==> src/verilog/expander_pkg.sv <==
/*
 Constants shared by the expander register bank: slave address,
 command codes and power-up values.
 Assumes a single 10 MHz clock domain.
*/
package expander_pkg;
    // ------------------------------------------------------------
    // Slave address
    // ------------------------------------------------------------
    localparam logic [5:0] ADDR_FIXED = 6'h10;
    localparam int         RW_BIT     = 0;

    // ------------------------------------------------------------
    // Command codes
    // ------------------------------------------------------------
    localparam logic [7:0] PTR_IN0   = 8'h00;
    localparam logic [7:0] PTR_IN1   = 8'h01;
    localparam logic [7:0] PTR_OUT0  = 8'h02;
    localparam logic [7:0] PTR_OUT1  = 8'h03;
    localparam logic [7:0] PTR_INV0  = 8'h04;
    localparam logic [7:0] PTR_INV1  = 8'h05;
    localparam logic [7:0] PTR_DIR0  = 8'h06;
    localparam logic [7:0] PTR_DIR1  = 8'h07;
    localparam logic [7:0] PTR_DRV0L = 8'h40;
    localparam logic [7:0] PTR_DRV0H = 8'h41;
    localparam logic [7:0] PTR_DRV1L = 8'h42;
    localparam logic [7:0] PTR_DRV1H = 8'h43;
    localparam logic [7:0] PTR_HLD0  = 8'h44;
    localparam logic [7:0] PTR_HLD1  = 8'h45;
    localparam logic [7:0] PTR_BEN0  = 8'h46;
    localparam logic [7:0] PTR_BEN1  = 8'h47;
    localparam logic [7:0] PTR_BDIR0 = 8'h48;
    localparam logic [7:0] PTR_BDIR1 = 8'h49;
    localparam logic [7:0] PTR_MSK0  = 8'h4a;
    localparam logic [7:0] PTR_MSK1  = 8'h4b;
    localparam logic [7:0] PTR_STA0  = 8'h4c;
    localparam logic [7:0] PTR_STA1  = 8'h4d;
    localparam logic [7:0] PTR_OCFG  = 8'h4f;

    // ------------------------------------------------------------
    // Power-up values
    // ------------------------------------------------------------
    localparam logic [7:0] RST_PTR  = 8'h00;
    localparam logic [7:0] RST_OUT  = 8'hff;
    localparam logic [7:0] RST_INV  = 8'h00;
    localparam logic [7:0] RST_DIR  = 8'hff;
    localparam logic [7:0] RST_DRV  = 8'hff;
    localparam logic [7:0] RST_HLD  = 8'h00;
    localparam logic [7:0] RST_BEN  = 8'h00;
    localparam logic [7:0] RST_BDIR = 8'hff;
    localparam logic [7:0] RST_MSK  = 8'hff;
    localparam logic [7:0] RST_STA  = 8'h00;
    localparam logic [7:0] RST_OCFG = 8'h00;
endpackage

==> src/verilog/line_events.sv <==
/*
 Edge and bus-condition detector for the two serial lines.
 Assumes scl and sda are already synchronous to clk.
*/
module line_events
(
    input  wire logic clk,
    input  wire logic rst_n,
    input  wire logic scl,
    input  wire logic sda,
    output logic      scl_rise,
    output logic      scl_fall,
    output logic      start_seen,
    output logic      stop_seen,
    output logic      sda_now
);
    logic scl_q;
    logic sda_q;

    // ------------------------------------------------------------
    // Previous line levels
    // ------------------------------------------------------------
    always_ff @(posedge clk)
    begin
        if (!rst_n)
        begin
            scl_q <= 1'b1;
            sda_q <= 1'b1;
        end
        else
        begin
            scl_q <= scl;
            sda_q <= sda;
        end
    end

    assign scl_rise   = scl & ~scl_q;
    assign scl_fall   = ~scl & scl_q;
    assign start_seen = scl & scl_q & sda_q & ~sda;
    assign stop_seen  = scl & scl_q & ~sda_q & sda;
    assign sda_now    = sda;
endmodule

==> src/verilog/expander_regmap.sv <==
/*
 Serial slave and register bank of a 16-bit I/O expander.
 Assumes scl, sda, addr_sel and port_in are synchronous to clk,
 and that the wire level of sda is resolved outside from sda_oe_n.
*/
module expander_regmap
(
    input  wire logic        clk,
    input  wire logic        rst_n,
    input  wire logic        scl,
    input  wire logic        sda_in,
    output logic             sda_out,
    output logic             sda_oe_n,
    input  wire logic        addr_sel,
    input  wire logic [15:0] port_in,
    output logic      [15:0] port_out,
    output logic      [15:0] port_oe_n,
    output logic      [31:0] drive_level,
    output logic      [15:0] hold_change_en,
    output logic      [15:0] bias_resistor_en,
    output logic      [15:0] bias_direction_sel,
    output logic      [7:0]  output_stage_cfg
);
    typedef enum logic [3:0] {
        S_IDLE, S_ADDR, S_ADDR_ACK, S_CMD, S_CMD_ACK,
        S_WDATA, S_WDATA_ACK, S_RDATA, S_RDATA_ACK
    } slave_state_e;

    slave_state_e state;
    logic        scl_rise, scl_fall;
    logic        ev_start, ev_stop;
    logic        sda_q;
    logic [2:0]  bit_cnt;
    logic        byte_done;
    logic [7:0]  shift;
    logic [7:0]  tx;
    logic [7:0]  pointer;
    logic        rw_read, master_ack;
    logic        drive_low, addr_hit;
    logic        wr_en, load_tx;
    logic        known;
    logic [7:0]  rd_mux;
    logic [15:0] in_view, prev_in, change;
    logic [7:0]  drive_value_out_0, drive_value_out_1;
    logic [7:0]  invert_sel_0, invert_sel_1;
    logic [7:0]  direction_sel_0, direction_sel_1;
    logic [7:0]  drive_level_0_low, drive_level_0_high;
    logic [7:0]  drive_level_1_low, drive_level_1_high;
    logic [7:0]  hold_change_en_0, hold_change_en_1;
    logic [7:0]  bias_resistor_en_0, bias_resistor_en_1;
    logic [7:0]  bias_direction_sel_0, bias_direction_sel_1;
    logic [7:0]  event_block_0, event_block_1;
    logic [7:0]  event_source_0, event_source_1;

    line_events u_lines
    (
        .clk        (clk),
        .rst_n      (rst_n),
        .scl        (scl),
        .sda        (sda_in),
        .scl_rise   (scl_rise),
        .scl_fall   (scl_fall),
        .start_seen (ev_start),
        .stop_seen  (ev_stop),
        .sda_now    (sda_q)
    );

    // ------------------------------------------------------------
    // Serial protocol
    // ------------------------------------------------------------
    assign addr_hit = shift[7:1] == {expander_pkg::ADDR_FIXED, addr_sel};
    assign wr_en    = scl_fall && byte_done && state == S_WDATA;
    assign load_tx  = scl_fall && ((state == S_ADDR_ACK && rw_read) ||
                                   (state == S_RDATA_ACK && master_ack));
    always_ff @(posedge clk)
    begin
        if (!rst_n)
            state <= S_IDLE;
        else if (ev_start)
            state <= S_ADDR;
        else if (ev_stop)
            state <= S_IDLE;
        else if (scl_fall)
        begin
            unique case (state)
                S_IDLE:      state <= S_IDLE;
                S_ADDR:      if (byte_done) state <= addr_hit ? S_ADDR_ACK : S_IDLE;
                S_ADDR_ACK:  state <= rw_read ? S_RDATA : S_CMD;
                S_CMD:       if (byte_done) state <= S_CMD_ACK;
                S_CMD_ACK:   state <= S_WDATA;
                S_WDATA:     if (byte_done) state <= S_WDATA_ACK;
                S_WDATA_ACK: state <= S_WDATA;
                S_RDATA:     if (byte_done) state <= S_RDATA_ACK;
                S_RDATA_ACK: state <= master_ack ? S_RDATA : S_IDLE;
                default:     state <= S_IDLE;
            endcase
        end
    end
    // Bit counting and receive shifting
    always_ff @(posedge clk)
    begin
        if (!rst_n || ev_start)
        begin
            bit_cnt   <= 3'h0;
            byte_done <= 1'b0;
        end
        else if (scl_rise && (state == S_ADDR || state == S_CMD ||
                              state == S_WDATA || state == S_RDATA))
        begin
            bit_cnt   <= bit_cnt + 3'h1;
            byte_done <= bit_cnt == 3'h7;
        end
        else if (scl_fall)
            byte_done <= 1'b0;
    end
    always_ff @(posedge clk)
    begin
        if (!rst_n)
            shift <= 8'h00;
        else if (scl_rise && (state == S_ADDR || state == S_CMD || state == S_WDATA))
            shift <= {shift[6:0], sda_q};
    end
    always_ff @(posedge clk)
    begin
        if (!rst_n)
            rw_read <= 1'b0;
        else if (scl_fall && byte_done && state == S_ADDR)
            rw_read <= shift[expander_pkg::RW_BIT];
    end
    always_ff @(posedge clk)
    begin
        if (!rst_n)
            master_ack <= 1'b0;
        else if (scl_rise && state == S_RDATA_ACK)
            master_ack <= !sda_q;
    end
    // Pointer is write only and has no read path
    always_ff @(posedge clk)
    begin
        if (!rst_n)
            pointer <= expander_pkg::RST_PTR;
        else if (scl_fall && byte_done && state == S_CMD)
            pointer <= shift;
    end
    // Transmit byte and data line drive
    always_ff @(posedge clk)
    begin
        if (!rst_n)
            tx <= 8'h00;
        else if (load_tx)
            tx <= rd_mux;
        else if (scl_fall && state == S_RDATA && !byte_done)
            tx <= {tx[6:0], 1'b0};
    end
    always_ff @(posedge clk)
    begin
        if (!rst_n || ev_start || ev_stop)
            drive_low <= 1'b0;
        else if (scl_fall)
            drive_low <= (byte_done && ((state == S_ADDR && addr_hit) ||
                           state == S_CMD || state == S_WDATA)) ||
                         (load_tx && !rd_mux[7]) ||
                         (state == S_RDATA && !byte_done && !tx[6]);
    end
    assign sda_out  = 1'b0;
    assign sda_oe_n = !drive_low;

    // ------------------------------------------------------------
    // Read selection
    // ------------------------------------------------------------
    assign in_view = port_in ^ ({invert_sel_1, invert_sel_0} &
                                {direction_sel_1, direction_sel_0});
    always_comb
    begin
        known = 1'b1;
        unique case (pointer)
            expander_pkg::PTR_IN0:   rd_mux = in_view[7:0];
            expander_pkg::PTR_IN1:   rd_mux = in_view[15:8];
            expander_pkg::PTR_OUT0:  rd_mux = drive_value_out_0;
            expander_pkg::PTR_OUT1:  rd_mux = drive_value_out_1;
            expander_pkg::PTR_INV0:  rd_mux = invert_sel_0;
            expander_pkg::PTR_INV1:  rd_mux = invert_sel_1;
            expander_pkg::PTR_DIR0:  rd_mux = direction_sel_0;
            expander_pkg::PTR_DIR1:  rd_mux = direction_sel_1;
            expander_pkg::PTR_DRV0L: rd_mux = drive_level_0_low;
            expander_pkg::PTR_DRV0H: rd_mux = drive_level_0_high;
            expander_pkg::PTR_DRV1L: rd_mux = drive_level_1_low;
            expander_pkg::PTR_DRV1H: rd_mux = drive_level_1_high;
            expander_pkg::PTR_HLD0:  rd_mux = hold_change_en_0;
            expander_pkg::PTR_HLD1:  rd_mux = hold_change_en_1;
            expander_pkg::PTR_BEN0:  rd_mux = bias_resistor_en_0;
            expander_pkg::PTR_BEN1:  rd_mux = bias_resistor_en_1;
            expander_pkg::PTR_BDIR0: rd_mux = bias_direction_sel_0;
            expander_pkg::PTR_BDIR1: rd_mux = bias_direction_sel_1;
            expander_pkg::PTR_MSK0:  rd_mux = event_block_0;
            expander_pkg::PTR_MSK1:  rd_mux = event_block_1;
            expander_pkg::PTR_STA0:  rd_mux = event_source_0;
            expander_pkg::PTR_STA1:  rd_mux = event_source_1;
            expander_pkg::PTR_OCFG:  rd_mux = output_stage_cfg;
            default:
            begin
                rd_mux = 8'h00;
                known  = 1'b0;
            end
        endcase
    end

    // ------------------------------------------------------------
    // Writable registers
    // ------------------------------------------------------------
    always_ff @(posedge clk)
    begin
        if (!rst_n)
        begin
            drive_value_out_0    <= expander_pkg::RST_OUT;
            drive_value_out_1    <= expander_pkg::RST_OUT;
            invert_sel_0         <= expander_pkg::RST_INV;
            invert_sel_1         <= expander_pkg::RST_INV;
            direction_sel_0      <= expander_pkg::RST_DIR;
            direction_sel_1      <= expander_pkg::RST_DIR;
            drive_level_0_low    <= expander_pkg::RST_DRV;
            drive_level_0_high   <= expander_pkg::RST_DRV;
            drive_level_1_low    <= expander_pkg::RST_DRV;
            drive_level_1_high   <= expander_pkg::RST_DRV;
            hold_change_en_0     <= expander_pkg::RST_HLD;
            hold_change_en_1     <= expander_pkg::RST_HLD;
            bias_resistor_en_0   <= expander_pkg::RST_BEN;
            bias_resistor_en_1   <= expander_pkg::RST_BEN;
            bias_direction_sel_0 <= expander_pkg::RST_BDIR;
            bias_direction_sel_1 <= expander_pkg::RST_BDIR;
            event_block_0        <= expander_pkg::RST_MSK;
            event_block_1        <= expander_pkg::RST_MSK;
            output_stage_cfg     <= expander_pkg::RST_OCFG;
        end
        else if (wr_en)
        begin
            // Input and status codes fall to default: read only
            case (pointer)
                expander_pkg::PTR_OUT0:  drive_value_out_0    <= shift;
                expander_pkg::PTR_OUT1:  drive_value_out_1    <= shift;
                expander_pkg::PTR_INV0:  invert_sel_0         <= shift;
                expander_pkg::PTR_INV1:  invert_sel_1         <= shift;
                expander_pkg::PTR_DIR0:  direction_sel_0      <= shift;
                expander_pkg::PTR_DIR1:  direction_sel_1      <= shift;
                expander_pkg::PTR_DRV0L: drive_level_0_low    <= shift;
                expander_pkg::PTR_DRV0H: drive_level_0_high   <= shift;
                expander_pkg::PTR_DRV1L: drive_level_1_low    <= shift;
                expander_pkg::PTR_DRV1H: drive_level_1_high   <= shift;
                expander_pkg::PTR_HLD0:  hold_change_en_0     <= shift;
                expander_pkg::PTR_HLD1:  hold_change_en_1     <= shift;
                expander_pkg::PTR_BEN0:  bias_resistor_en_0   <= shift;
                expander_pkg::PTR_BEN1:  bias_resistor_en_1   <= shift;
                expander_pkg::PTR_BDIR0: bias_direction_sel_0 <= shift;
                expander_pkg::PTR_BDIR1: bias_direction_sel_1 <= shift;
                expander_pkg::PTR_MSK0:  event_block_0        <= shift;
                expander_pkg::PTR_MSK1:  event_block_1        <= shift;
                expander_pkg::PTR_OCFG:  output_stage_cfg     <= shift;
                default:                 ;
            endcase
        end
    end

    // ------------------------------------------------------------
    // Change status, cleared by reading the input register
    // ------------------------------------------------------------
    assign change = (port_in ^ prev_in) & {direction_sel_1, direction_sel_0} &
                    ~{event_block_1, event_block_0};
    always_ff @(posedge clk)
    begin
        if (!rst_n)
            prev_in <= 16'h0000;
        else
            prev_in <= port_in;
    end
    // A change in the clearing cycle still sets its bit
    always_ff @(posedge clk)
    begin
        if (!rst_n)
        begin
            event_source_0 <= expander_pkg::RST_STA;
            event_source_1 <= expander_pkg::RST_STA;
        end
        else
        begin
            event_source_0 <= (load_tx && pointer == expander_pkg::PTR_IN0 ?
                               8'h00 : event_source_0) | change[7:0];
            event_source_1 <= (load_tx && pointer == expander_pkg::PTR_IN1 ?
                               8'h00 : event_source_1) | change[15:8];
        end
    end

    // ------------------------------------------------------------
    // Pin and feature outputs
    // ------------------------------------------------------------
    assign port_out           = {drive_value_out_1, drive_value_out_0};
    assign port_oe_n          = {direction_sel_1, direction_sel_0};
    assign drive_level        = {drive_level_1_high, drive_level_1_low,
                                 drive_level_0_high, drive_level_0_low};
    assign hold_change_en     = {hold_change_en_1, hold_change_en_0};
    assign bias_resistor_en   = {bias_resistor_en_1, bias_resistor_en_0};
    assign bias_direction_sel = {bias_direction_sel_1, bias_direction_sel_0};

    // ------------------------------------------------------------
    // Checks
    // ------------------------------------------------------------
    addr_miss_a: assert property (@(posedge clk) disable iff (!rst_n)
        (state == S_ADDR && scl_fall && byte_done && !addr_hit && !ev_start)
        |=> state == S_IDLE && sda_oe_n)
        else $error("foreign address not ignored");
    addr_ack_a: assert property (@(posedge clk) disable iff (!rst_n)
        (state == S_ADDR && scl_fall && byte_done && addr_hit && !ev_start)
        |=> state == S_ADDR_ACK && !sda_oe_n)
        else $error("own address not acknowledged");
    dir_read_a: assert property (@(posedge clk) disable iff (!rst_n)
        (state == S_ADDR_ACK && scl_fall && !ev_start && !ev_stop)
        |=> state == ($past(rw_read) ? S_RDATA : S_CMD))
        else $error("direction bit misread");
    ptr_load_a: assert property (@(posedge clk) disable iff (!rst_n)
        (state == S_CMD && scl_fall && byte_done)
        |=> pointer == $past(shift))
        else $error("command byte not stored");
    ptr_hold_a: assert property (@(posedge clk) disable iff (!rst_n)
        !(state == S_CMD && scl_fall && byte_done) |=> $stable(pointer))
        else $error("pointer changed without command");
    inv_write_a: assert property (@(posedge clk) disable iff (!rst_n)
        (wr_en && pointer == expander_pkg::PTR_INV0)
        |=> invert_sel_0 == $past(shift) ##1 $stable(invert_sel_0) || wr_en)
        else $error("inversion write lost");
    input_view_a: assert property (@(posedge clk) disable iff (!rst_n)
        (load_tx && pointer == expander_pkg::PTR_IN0)
        |=> tx == ($past(port_in[7:0]) ^ ($past(invert_sel_0) & $past(direction_sel_0))))
        else $error("input register view wrong");
    unlisted_a: assert property (@(posedge clk) disable iff (!rst_n)
        (wr_en && !known)
        |=> $stable(port_out) && $stable(port_oe_n) && $stable(drive_level)
            && $stable(output_stage_cfg) && $stable(bias_resistor_en))
        else $error("unlisted code altered a register");
    reset_vals_a: assert property (@(posedge clk)
        !rst_n |=> port_oe_n == 16'hffff && port_out == 16'hffff
                   && event_source_0 == 8'h00 && event_block_1 == 8'hff
                   && output_stage_cfg == 8'h00 && sda_oe_n)
        else $error("power-up value wrong");
endmodule

==> config.mk <==
export PLATFORM = sky130hd
export DESIGN_NAME = expander_regmap
export DESIGN_NICKNAME = d
export VERILOG_FILES = /design/src/verilog/expander_pkg.sv /design/src/verilog/line_events.sv /design/src/verilog/expander_regmap.sv
export SDC_FILE = /design/constraint.sdc
export NUM_CORES = 1
export LEC_CHECK = 0
export BUFFER_PORTS_ARGS = -buffer_cell sky130_fd_sc_hd__buf_2
export CORE_MARGIN = 4
export CORE_UTILIZATION = 50
export CTS_CLUSTER_SIZE = 14
export DETAILED_ROUTE_END_ITERATION = 10
export HOLD_SLACK_MARGIN = 0.1
export PLACE_DENSITY_LB_ADDON = 0.15
export REMOVE_ABC_BUFFERS = 1
export SLEW_MARGIN = 20
export SYNTH_ARGS = -nofsm -noshare
export SYNTH_HDL_FRONTEND = slang
export SYNTH_SLANG_ARGS = --single-unit
export TNS_END_PERCENT = 1
==> constraint.sdc <==
create_clock -name clk -period 2.33 [get_ports clk]
set_input_delay 0.466 -clock clk [delete_from_list [all_inputs] [get_ports clk]]
set_output_delay 0.466 -clock clk [all_outputs]
set_load 0.05 [all_outputs]
# Word-level counts from Yosys, hierarchy flattened
# Cells that the tools add are included.
[op_classes]
n_eq_ne = 40
div_mod_pow = 0
bitwise_logic = 20
reduce_logical = 62
magnitude_cmp = 0
n_addsub = 1
n_mul = 0
n_shift = 0
mux = 18
[op_table]
columns = ["operator", "count"]
rows = [
  ["case mux 8 bit (23 select lines)", 1],
  ["equality test 8 x 7 -> 1 bit (second input constant)", 15],
  ["AND 16 bit", 3],
  ["AND reduction 2 bit", 19],
  ["equality test 8 x 3 -> 1 bit (second input constant)", 4],
  ["XOR 16 bit", 2],
  ["case mux 4 bit (7 select lines)", 1],
  ["logical AND 1 bit", 19],
  ["equality test 4 x 3 -> 1 bit (second input constant)", 4],
  ["equality test 8 x 2 -> 1 bit (second input constant)", 2],
  ["two-way mux 4 bit", 4],
  ["two-way mux 8 bit", 2],
  ["inequality test 4 bit (second input constant)", 4],
  ["NOT 16 bit", 1],
  ["OR 8 bit", 2],
  ["two-way mux 7 bit", 2],
  ["logical OR 1 bit", 10],
  ["AND reduction 5 bit", 2],
  ["equality test 4 x 2 -> 1 bit (second input constant)", 2],
  ["equality test 8 x 1 -> 1 bit (second input constant)", 1],
  ["zero test 8 bit", 1],
  ["inequality test 2 bit (second input constant)", 4],
  ["AND 1 bit", 7],
  ["equality test 7 x 6 -> 1 bit", 1],
  ["other kinds (13)", 28],
]
[totals]
romBits = 0
out_inout_bits = 122
mem_bits_rw = 0
n_memories = 0
latchBits = 0
reg_bits = 220
inputBits = 21

# Longest topological paths before layout
# Gate-level depths: netlist of run 1.
[logic_depth]
depth_word = 7
ltp_mapped = 9
ltp_nobuf = 6

# Cells and area by module
# From an unflattened synthesis of run 1, not the netlist that was laid out.
[unflattened]
cells_unflattened = 1320
area_unflattened_um2 = 10536.4
[modules_own_cells]
columns = ["mod", "cells_per_inst", "area_per_inst_um2", "n_inst", "seq_area_each_um2"]
rows = [
  ["expander_regmap", 1311, 10443.8, 1, 4364.2],
  ["line_events", 9, 92.6, 1, 40.0],
]

# Worst setup path before layout of run 1
# Ideal clock, no wire load.
[synth_timing]
kind = "register -> register"
from = "reg pointer[3]"
to = "reg drive_low"
path_stages_with_launch = 10
n_path_buf = 3
required_ns = 2.214
arrival_ns = 1.883
setup_slack_ns = 0.331
cell_sequence = "dfxtp_1 buf_6 or4b_1 buf_6 nor2_8 buf_6 nand2_1 a22oi_1 o31ai_1 a41o_1"
[synth_between]
elab_chain_len = 6
word_cells_on_any_way = 28
[synth_rtl]
columns = ["item", "line", "rtl"]
rows = [
  ["start, declared", "expander_regmap.sv:37", "logic [7:0] pointer;"],
  ["start signal, assigned", "expander_regmap.sv:141", "pointer <= expander_pkg::RST_PTR;"],
  ["start signal, assigned", "expander_regmap.sv:143", "pointer <= shift;"],
  ["equality test 8 x 7 -> 1 bit, or another cell as far along", "-", ""],
  ["case mux 8 bit (23 select lines) (*)", "expander_regmap.sv:176", "unique case (pointer)"],
  ["zero test 1 bit (*)", "expander_regmap.sv:162", "(load_tx && !rd_mux[7]) ||"],
  ["logical AND 1 bit (*)", "expander_regmap.sv:162", ""],
  ["logical OR 1 bit (*)", "expander_regmap.sv:161", "state == S_CMD || state == S_WDATA)) ||"],
  ["logical OR 1 bit (*)", "expander_regmap.sv:162", ""],
  ["end signal, assigned", "expander_regmap.sv:160", "drive_low <= (byte_done && ((state == S_ADDR && addr_hit) ||"],
  ["end, declared", "expander_regmap.sv:39", "logic drive_low, addr_hit;"],
]
# Every way passes the cells marked *; elsewhere a longest branch is shown, timed or not.
# A chain may end at the register's enable or synchronous reset.

# Final worst setup path of run 1
[layout_timing]
from = "reg pointer[7]"
to = "reg tx[4]"
[layout_between]
elab_chain_len = 3
word_cells_on_any_way = 25
[layout_rtl]
columns = ["item", "line", "rtl"]
rows = [
  ["equality test 8 x 7 -> 1 bit, or another cell as far along", "-", ""],
  ["case mux 8 bit (23 select lines) (*)", "expander_regmap.sv:176", ""],
  ["two-way mux 7 bit (*)", "expander_regmap.sv:150", "else if (load_tx)"],
  ["end signal, assigned", "expander_regmap.sv:151", "tx <= rd_mux;"],
  ["end signal, assigned", "expander_regmap.sv:153", "tx <= {tx[6:0], 1'b0};"],
  ["end, declared", "expander_regmap.sv:36", "logic [7:0] tx;"],
]
# Marks and branches as above.

==> results of run 1 <==
[cell usage in the layout (no fill, tap or decap), drive strengths merged, types with 4 or more instances in the layout]
master,netlist,final
buf,23,261
nand2,235,235
dfxtp,220,220
o21ai,164,164
nand3,135,135
a21oi,107,107
nor2,90,90
mux2i,43,43
clkbuf,89,35
xnor2,24,24
nor3b,19,19
and2,17,17
nor2b,14,14
a22oi,12,12
nor3,12,12
a31oi,10,10
inv,8,10
nor4,9,9
mux2,8,8
o211ai,8,8
nand2b,7,7
clkinv,1,7
a221oi,7,7
o32ai,6,6
a32oi,5,5
a211oi,5,5
xor2,4,4
o2bb2ai,4,4
and3,4,4
nand4,4,4
or2,4,4
or4,4,4
o311ai,4,4
[final cells by class]
cell class / instances / share of cell area
Multi-Input combinational cell: 1019 / 0.435
Sequential cell: 220 / 0.338
Timing Repair Buffer: 261 / 0.132
Clock buffer: 35 / 0.0547
Tap cell: 270 / 0.0259
Clock inverter: 11 / 0.0108
Inverter: 9 / 0.00259
[logic make-up (layout without fill, tap and decap cells)]
logic type | count (synthesis) | after routing | synth area share
AOI/OAI and AO/OA | 365 | 365 | 0.204
muxes | 51 | 51 | 0.0493
adders and majority gates | 2 | 2 | 0.00237
buffers and inverters | 121 | 316 | 0.0479
xor gates and xnor gates | 28 | 28 | 0.0232
and+or+nand+nor | 572 | 572 | 0.256
other | 1 | 1 | 0.000355
DFF | 220 | 220 | 0.417
[per-stage QoR]
stage	TNS (ns)	power (uW)	area, um^2	setup slack (ns)	instances
finish	-0.0172	8200	13000	-0.0172	1825
global route	-0.100	8400	13000	-0.0628	1825
CTS	0	8210	13000	0.0195	1825
detailed placement	-0.0336	4150	12200	-0.0336	1779
global placement	-0.0484	4150	12200	-0.0484	1779
floorplan	-91.17	4010	10100	-0.670	1248
[repair_timing]
item                                    CTS  global route
pin swaps                                 0             0
buffers inserted                          0             0
gates resized for setup                   1            10
endpoints found under the setup margin    1            31
endpoints found under the hold margin     0             0
[worst max path at each step]
stage	start	endpoint	slack (ns)
2_1_floorplan	pointer[0]$_SDFFE_PN0P_	bias_resistor_en_1[1]$_SDFFE_PN0P_	-0.67
3_3_place_gp	pointer[3]$_SDFFE_PN0P_	tx[4]$_SDFFE_PN0P_	-0.05
3_5_place_dp	pointer[3]$_SDFFE_PN0P_	tx[4]$_SDFFE_PN0P_	-0.03
4_1_cts	pointer[3]$_SDFFE_PN0P_	tx[4]$_SDFFE_PN0P_	0.02
5_1_grt	pointer[7]$_SDFFE_PN0P_	tx[4]$_SDFFE_PN0P_	-0.06
6_report	pointer[7]$_SDFFE_PN0P_	tx[4]$_SDFFE_PN0P_	-0.02
[layer usage]
layer / track usage / vias up / wire [um]
met5: 0 / - / 0
met4: 0.119 / 0 / 1560
met3: 0.0676 / 100 / 4470
met2: 0.544 / 686 / 19400
met1: 0.506 / 5397 / 18400
li1: - / 5164 / -
[power by group through the flow]
stage                     clock (uW)  combinational (uW)  sequential (uW)
final                           4130                 269             3800
after detailed placement           0                 264             3880
after global routing            4310                 290             3800
after floorplan                    0                 125             3880
after global placement             0                 263             3880
after CTS                       4150                 265             3800
==> run metrics, run 1 <==
status=finished, violations left; failing checks=setup timing; Sw Pwr=1840 uW; Worst setup EP type=flop; drt pass-1 iters=6; Synth area leader=dfxtp_1; Max transition margin=0.510; DIE WIDTH=153 um; Cell Pwr Density=629 nW/um^2; CP arrival=2.78 ns; combinational power share=0.033; final hold violations=0; WL/cell=24.0 um; CP dominant cell by count=buf_4; first-pass GRT wire length=65.7 mm; antenna-violating nets left=0; starting density of the core=0.515; gr ovfl total=0; R2R cell count=8; critical path required time=2.76 ns; WP depth=8; CTS sink count=220; RSZ-0062 raised after global routing=yes; period utilisation layout=1.01; crit-path cells=or4_1 -> nor2_2 -> buf_4 -> o211ai_1 -> o22ai_1 -> nor4_1 -> buf_4 -> a211oi_1; Post-Synthesis Cells=1360; vias in the first global route=10500; Slowest-stage cell, CP=or4_1; Slew @ Worst Pin=0.726 ns; Seq cells post-synth=220; # IOs=143; switching part of the total power=0.225; Critical R2R Launch=pointer[7]$_SDFFE_PN0P_; sequential share of the synthesized area=0.417; hold_ws=0.194 ns; dominant synthesized flop cell=dfxtp_1; standby leakage power=0.00476 uW; Flop pwr share=0.463; TritonCTS clock tree=built; Util after Layout=0.636; Die ar.=23500 um^2; layout cells sized above 1=0.219; clock power share=0.504; Critical R2R Capture=tx[4]$_SDFFE_PN0P_; Top Family by Delay on Critical Path=simple AND/OR/NAND/NOR gates; Internal Power=6350 uW; standard-cell rows=52; Port Buf Inserts=141; critical path peak fanout=7; endpoints failing setup=1; async set or reset register ratio after synthesis=0; largest net degree at the start of global routing=93; CP peak stage delay=0.63 ns; Synth area leaders=dfxtp_1, nand2_1, o21ai_0; Commonest cells post-synth=nand2_1, dfxtp_1, o21ai_0; Synth top area share=0.417; initial antenna violation count=0; count leader, synth=nand2_1; Max Clock Skew=0.0269 ns; dpl hpwl=31.3 mm; fmax=0.426 GHz; footprint of the multi-input gates=5680 um^2; Syn-to-layout area delta=23.5%; max reg flops=16; Synth Cell Area=10600 um^2; H-tree depth=1; total core area=20500 um^2; HP Start=port_in[1]; EDFF count, synth=0; via/cell ratio=6.22; Hold Path Class=primary input to flop; Clk Tree Root Cell=clkbuf_16; Worst Path Buf+Inv=2; clock latency on the worst-skew pair=0.54 ns; Max VDD drop=645 uV; CTS max path bufs=3; CTS buffer count=25; global placement routability congestion=1.07; # fillers=1935; final worst slack=-0.0172 ns; diode count=0; Period minus WS final=2.35 ns; WL final=43.8 mm; Synth cell types=75; Reg clk slew, reported paths=0.06 ns; Final Slew Violations=0; Die H=153 um; reg2reg setup slack=-0.02 ns; # hold bufs at CTS=0; DRC=0; hold depth=2; GRT Resource Usage Total=0.355; Max-cap violations=0; hold endpoint=prev_in[1]$_SDFF_PN0_; Mapped Avg Cell Area=7.77 um^2; FF+latch area=4410 um^2; DRT iter0 DRCs=1199; Via Count=11300; final net count=1559; Reg with most FFs=prev_in; Syn. warnings=0; CP Launch Type=flop; critical path type=flop to flop
Power figures use the tool's default switching activity.
==> inputs of run 2 (changes only) <==
--- a/config.mk
+++ b/config.mk
@@ -6,6 +6,7 @@
 export NUM_CORES = 1
 export LEC_CHECK = 0
 export BUFFER_PORTS_ARGS = -buffer_cell sky130_fd_sc_hd__buf_2
+export CORE_ASPECT_RATIO = 1.1
 export CORE_MARGIN = 4
 export CORE_UTILIZATION = 50
 export CTS_CLUSTER_SIZE = 14
==> run 2 against run 1 <==
The flow now finishes without violations. Non-clock buffer count decreased by 8. First-iteration DRC count decreased by 4.4%. Maximum frequency grew 2.6%. Via count decreased by 0.48%. Sequential cell count unchanged. Count of clock-buffer cells in the layout decreased by 1. Global-route usage is 0.66 points higher. Largest cell class unchanged. Largest power group unchanged.
==> run metrics, run 2 (synthesized netlist as in run 1, its figures left out) <==
status=complete, no violations; Reg clk slew, reported paths=0.07 ns (about the same); CP Launch Type=flop; antenna-violating nets left=0 (unchanged); hold depth=2 (unchanged); Die ar.=23500 um^2 (about the same); CTS max path bufs=3 (unchanged); drt pass-1 iters=7 (+1); via/cell ratio=6.28 (+0.96%); post-route insts no fill=1799 (-1.4%); diode count=0 (unchanged); H-tree depth=1 (unchanged); Die H=160 um (+4.6%); CP arrival=2.70 ns (-0.08 ns); total core area=20600 um^2 (+0.73%); # IOs=143 (unchanged); CTS buffer count=24 (-4.0%); Worst setup EP type=flop; fmax=0.437 GHz (+2.6%); Syn-to-layout area delta=22.4%; Critical R2R Launch=pointer[4]$_SDFFE_PN0P_; R2R cell count=7 (-1); initial antenna violation count=0 (unchanged); final hold violations=0 (unchanged); critical path peak fanout=10 (+3); commonest non-fill, non-tap cells in the layout=nand2_1, dfxtp_1, o21ai_0, buf_2, nand3_1; Max Clock Skew=0.0158 ns (-0.0111 ns); final net count=1550 (-0.58%); largest net degree at the start of global routing=86 (-7.5%); Reg with most FFs=prev_in; reg2reg setup slack=0.04 ns (+0.06 ns); global placement routability congestion=1.05 (-1.4%); final worst slack=0.0433 ns (+0.0604 ns); clock latency on the worst-skew pair=0.53 ns (about the same); DRT iter0 DRCs=1146 (-4.4%); critical path type=flop to flop; WL final=44.0 mm (+0.30%); RSZ-0062 raised after global routing=yes; max reg flops=16 (unchanged); Port Buf Inserts=141 (unchanged); Max-cap violations=0 (unchanged); commonest non-fill, non-tap cell in the layout=nand2_1; setup tns final=0 ns (+0.0172 ns); CTS sink count=220 (unchanged); GRT Resource Usage Total=0.362 (+0.00663); period utilisation layout=0.981 (-0.0259); Hold Path Class=primary input to flop; # hold bufs at CTS=0 (unchanged); Cell Pwr Density=641 nW/um^2 (+2.0%); DP Worst Slack=-0.0000258 ns (+0.0336 ns); first-pass GRT wire length=66.3 mm (+0.90%); Max VDD drop=561 uV (-13%); critical path required time=2.74 ns (-0.02 ns); gr ovfl total=0 (unchanged); hold endpoint=prev_in[8]$_SDFF_PN0_; standby leakage power=0.00473 uW (-0.77%); HP Start=port_in[8]; Max transition margin=0.601 (+0.0916); standard-cell rows=55 (+5.8%); DRC=0 (unchanged); Clk Tree Root Cell=clkbuf_16; Final Slew Violations=0 (unchanged); Via Count=11300 (-0.48%); endpoints failing setup=0 (-1); layout cells sized above 1=0.210 (-0.00931); vias in the first global route=10600 (+0.60%); placed insts=1757 (-1.2%); starting density of the core=0.512 (-0.00375); Slew @ Worst Pin=0.598 ns (-0.128 ns); dpl hpwl=31.0 mm (-0.78%); Critical R2R Capture=drive_low$_SDFFE_PP0P_; DIE WIDTH=147 um (-4.4%); TritonCTS clock tree=built; WL/cell=24.4 um (+1.8%); Period minus WS final=2.29 ns (-0.0604 ns)
-- run 2: cell count changes in the layout (fill, tap and decap cells not counted), moves of 2 or more --
cell	change
buf_4	-4
clkinv_2	-2
buf_12	-3
dfxtp_2	-3
nor2_1	+3
bufinv_16	+2
inv_6	-2
dfxtp_1	+3
nor2_2	-4
-- run 2: worst max-delay path by stage --
stage	startpoint	endpoint	slack [ns]	cells past startpoint
floorplan	pointer[0]$_SDFFE_PN0P_	bias_resistor_en_1[1]$_SDFFE_PN0P_	-0.67	5
global placement	pointer[3]$_SDFFE_PN0P_	tx[1]$_SDFFE_PN0P_	0.007	7
detailed placement	pointer[4]$_SDFFE_PN0P_	tx[4]$_SDFFE_PN0P_	-0.00003	8
CTS	pointer[5]$_SDFFE_PN0P_	drive_low$_SDFFE_PP0P_	0.01	7
global route	pointer[3]$_SDFFE_PN0P_	tx[1]$_SDFFE_PN0P_	-0.02	7
finish	pointer[4]$_SDFFE_PN0P_	drive_low$_SDFFE_PP0P_	0.04	7
-- run 2: through the flow --
step	hold WS [ns]	cell area, um^2	utilization	total power, uW
final	0.208	12900	0.626	8290
after global routing	0.209	12900	0.626	8470
after CTS	0.200	12900	0.625	8290
after detailed placement	0.468	12000	0.583	4140
after global placement	0.456	12000	0.583	4140
after floorplan	0.440	10100	-	4010
-- run 2: per-layer routing --
layer / vias up / track usage / routed length, um
li1: 5129 / - / -
met1: 5401 / 0.505 / 18500
met2: 637 / 0.564 / 19600
met3: 126 / 0.0593 / 4060
met4: 0 / 0.136 / 1820
met5: - / 0 / 0
-- run 2: final cells by class --
cell class	instances	area, um^2
fill	1849	7710
multi-input combinational	1019	5680
sequential	220	4410
timing repair buffer	253	1620
clock buffer	34	699
tap	256	320
clock inverter	8	165
inverter	9	33.8
-- run 2: report_power, final --
part	total [uW]	internal, uW	switching, uW
logic	259	91.5	168
registers	3800	3780	19.1
clock network	4230	2630	1600
-- run 2: worst max-delay path, stage by stage, from the launching register on --
cell and delay (ns):
dfxtp_1 0.39, or4_4 0.58, nor2_1 0.24, buf_4 0.26, a22oi_1 0.11, a21oi_1 0.25, nor2_1 0.10, a41o_1 0.24
-- run 2: timing repair --
action,4_1_cts,5_1_grt
setup buffers,0,0
cloned,0,0
gates resized for setup,1,6
endpoints found under the setup margin,1,10
==> inputs of run 3 (changes only) <==
--- a/config.mk
+++ b/config.mk
@@ -14,6 +14,7 @@
 export HOLD_SLACK_MARGIN = 0.1
 export PLACE_DENSITY_LB_ADDON = 0.15
 export REMOVE_ABC_BUFFERS = 1
+export SKIP_CTS_REPAIR_TIMING = 1
 export SLEW_MARGIN = 20
 export SYNTH_ARGS = -nofsm -noshare
 export SYNTH_HDL_FRONTEND = slang
==> constraint.sdc (replaced) <==
create_clock -name clk -period 2.74 [get_ports clk]
set_input_delay 0.548 -clock clk [delete_from_list [all_inputs] [get_ports clk]]
set_output_delay 0.548 -clock clk [all_outputs]
set_load 0.05 [all_outputs]
==> run 3 against run 2 <==
Die area unchanged. Via count decreased by 1.4%. Worst setup slack improved by 0.043 ns. Hold slack improved by 0.091 ns. Count of clock-buffer cells in the layout increased by 2. Clock skew increased by 0.0083 ns. Combinational power decreased by 19%. Core utilization decreased by 1.7 points. Design area decreased by 2.8%. Sequential share of layout area increased by 0.97 points. Sequential power decreased by 15%. Routed wire length decreased by 1.4%. Critical endpoint unchanged.
==> run metrics, run 3 (synthesized netlist as in run 1, its figures left out) <==
period utilisation layout=0.968 (-0.0131); Clk Tree Root Cell=clkbuf_16; standby leakage power=0.00452 uW (-4.4%); Max transition margin=0.530 (-0.0716); DRC=0 (unchanged); critical path type=flop to flop; total core area=20600 um^2 (unchanged); CP Launch Type=flop; GR Layer Usage met2=0.560 (-0.00461); DIE WIDTH=147 um (unchanged); CTS max path bufs=3 (unchanged); clock latency on the worst-skew pair=0.52 ns (about the same); Via Count=11100 (-1.4%); critical path required time=3.14 ns (+0.40 ns); FF+latch area=4410 um^2 (unchanged); commonest non-fill, non-tap cell in the layout=nand2_1; fmax=0.377 GHz (-14%); WL final=43.3 mm (-1.4%); Util after Layout=0.609 (-0.0174); max reg flops=16 (unchanged); CP dominant cell by count=buf_4; layout cells sized above 1=0.192 (-0.0176); Reg with most FFs=prev_in; Hold Path Class=primary input to flop; # IOs=143 (unchanged); Syn-to-layout area delta=19.0%; Cell Pwr Density=525 nW/um^2 (-18%); # fillers=1932 (+4.5%); initial antenna violation count=0 (unchanged); via/cell ratio=6.29 (+0.27%); starting density of the core=0.512 (unchanged); gr ovfl total=0 (unchanged); vias in the first global route=10400 (-1.9%); met1 usage=0.501 (-0.00426); Worst setup EP type=flop; first-pass GRT wire length=65.3 mm (-1.5%); critical path peak fanout=18 (+8); Max-cap violations=0 (unchanged); commonest non-fill, non-tap cells in the layout=nand2_1, dfxtp_1, o21ai_0, buf_2, nand3_1; Die H=160 um (unchanged); footprint of the multi-input gates=5660 um^2 (-0.42%); antenna-violating nets left=0 (unchanged); CTS buffer count=24 (unchanged); global placement routability congestion=1.01 (-4.5%); CTS sink count=220 (unchanged); RSZ-0062 raised after global routing=no; DRT iter0 DRCs=1245 (+8.6%); status=complete, no violations; H-tree depth=1 (unchanged); most used routing layer=met2; Port Buf Inserts=141 (unchanged); CP arrival=3.05 ns (+0.35 ns); DP Area=11800 um^2 (-1.9%); GRT Resource Usage Total=0.354 (-0.00772); Max VDD drop=418 uV (-25%); drt pass-1 iters=6 (-1); post-route cell area=12600 um^2 (-2.8%); TritonCTS clock tree=built; WL/cell=24.5 um (+0.25%); Period minus WS final=2.65 ns (+0.367 ns); Slowest-stage cell, CP=or4b_1; final net count=1523 (-1.7%); Die ar.=23500 um^2 (unchanged); Final Slew Violations=0 (unchanged); crit-path cells=or4b_1 -> buf_4 -> nor2_8 -> a221oi_1 -> a22oi_1 -> o31ai_1 -> buf_4 -> a41o_1; setup tns final=0 ns (unchanged); Reg clk slew, reported paths=0.07 ns (about the same); Max Clock Skew=0.0241 ns (+0.00825 ns); diode count=0 (unchanged); Slew @ Worst Pin=0.696 ns (+0.0983 ns); dpl hpwl=30.2 mm (-2.6%); standard-cell rows=55 (unchanged); CP peak stage delay=0.54 ns (-0.04 ns); largest net degree at the start of global routing=89 (+3.5%); final hold violations=0 (unchanged); endpoints failing setup=0 (unchanged); M3 GR Usage=0.0502 (-0.00903)
==> run 3: power by group <==
part           internal (uW)  switching, uW  total (uW)
Sequential              3220           15.8        3230
Combinational           70.4            140         211
Clock                   1840           1320        3160
Total                   5130           1470        6600
==> run 3: final cells by class <==
class | instances | area share
multi-input combinational | 1019 | 0.450
timing repair buffer | 226 | 0.111
clock buffer | 36 | 0.0586
clock inverter | 3 | 0.00159
tap | 256 | 0.0255
sequential | 220 | 0.351
inverter | 9 | 0.00269
==> run 3: routing by layer <==
layer | wire length (um) | vias to the layer above
met5 | 0 | -
met4 | 1460 | 0
met3 | 4000 | 101
met2 | 19900 | 662
met1 | 18000 | 5306
li1 | - | 5066
==> run 3: critical path: cells and delay by family, from the launching register on <==
family / cells / cell delay [ns]
compound gates: 4 / 0.89
buf+inv: 2 / 0.40
flops: 1 / 0.41
simple gates: 2 / 0.82
==> run 3: through the flow <==
stage          setup WS [ns]  std cells  hold WS, ns  power, uW
3_3_place_gp           0.140       1730        0.459       3510
5_1_grt               0.0560       1769        0.302       6790
2_1_floorplan         -0.260       1248        0.440       3410
3_5_place_dp          0.0466       1730        0.462       3510
6_report              0.0867       1769        0.299       6600
4_1_cts                0.180       1769        0.285       6610
==> run 3: path summary, 6_finish.rpt <==
path	from	endpoint	slack, ns	cells after the start
setup / recovery	pointer[3]$_SDFFE_PN0P_	drive_low$_SDFFE_PP0P_	0.09	8
hold / removal	scl	u_lines.scl_q$_SDFF_PN1_	0.30	2
hold reg to reg	invert_sel_0[6]$_SDFFE_PN0P_	invert_sel_0[6]$_SDFFE_PN0P_	0.47	2
setup reg to reg	pointer[3]$_SDFFE_PN0P_	drive_low$_SDFFE_PP0P_	0.09	8
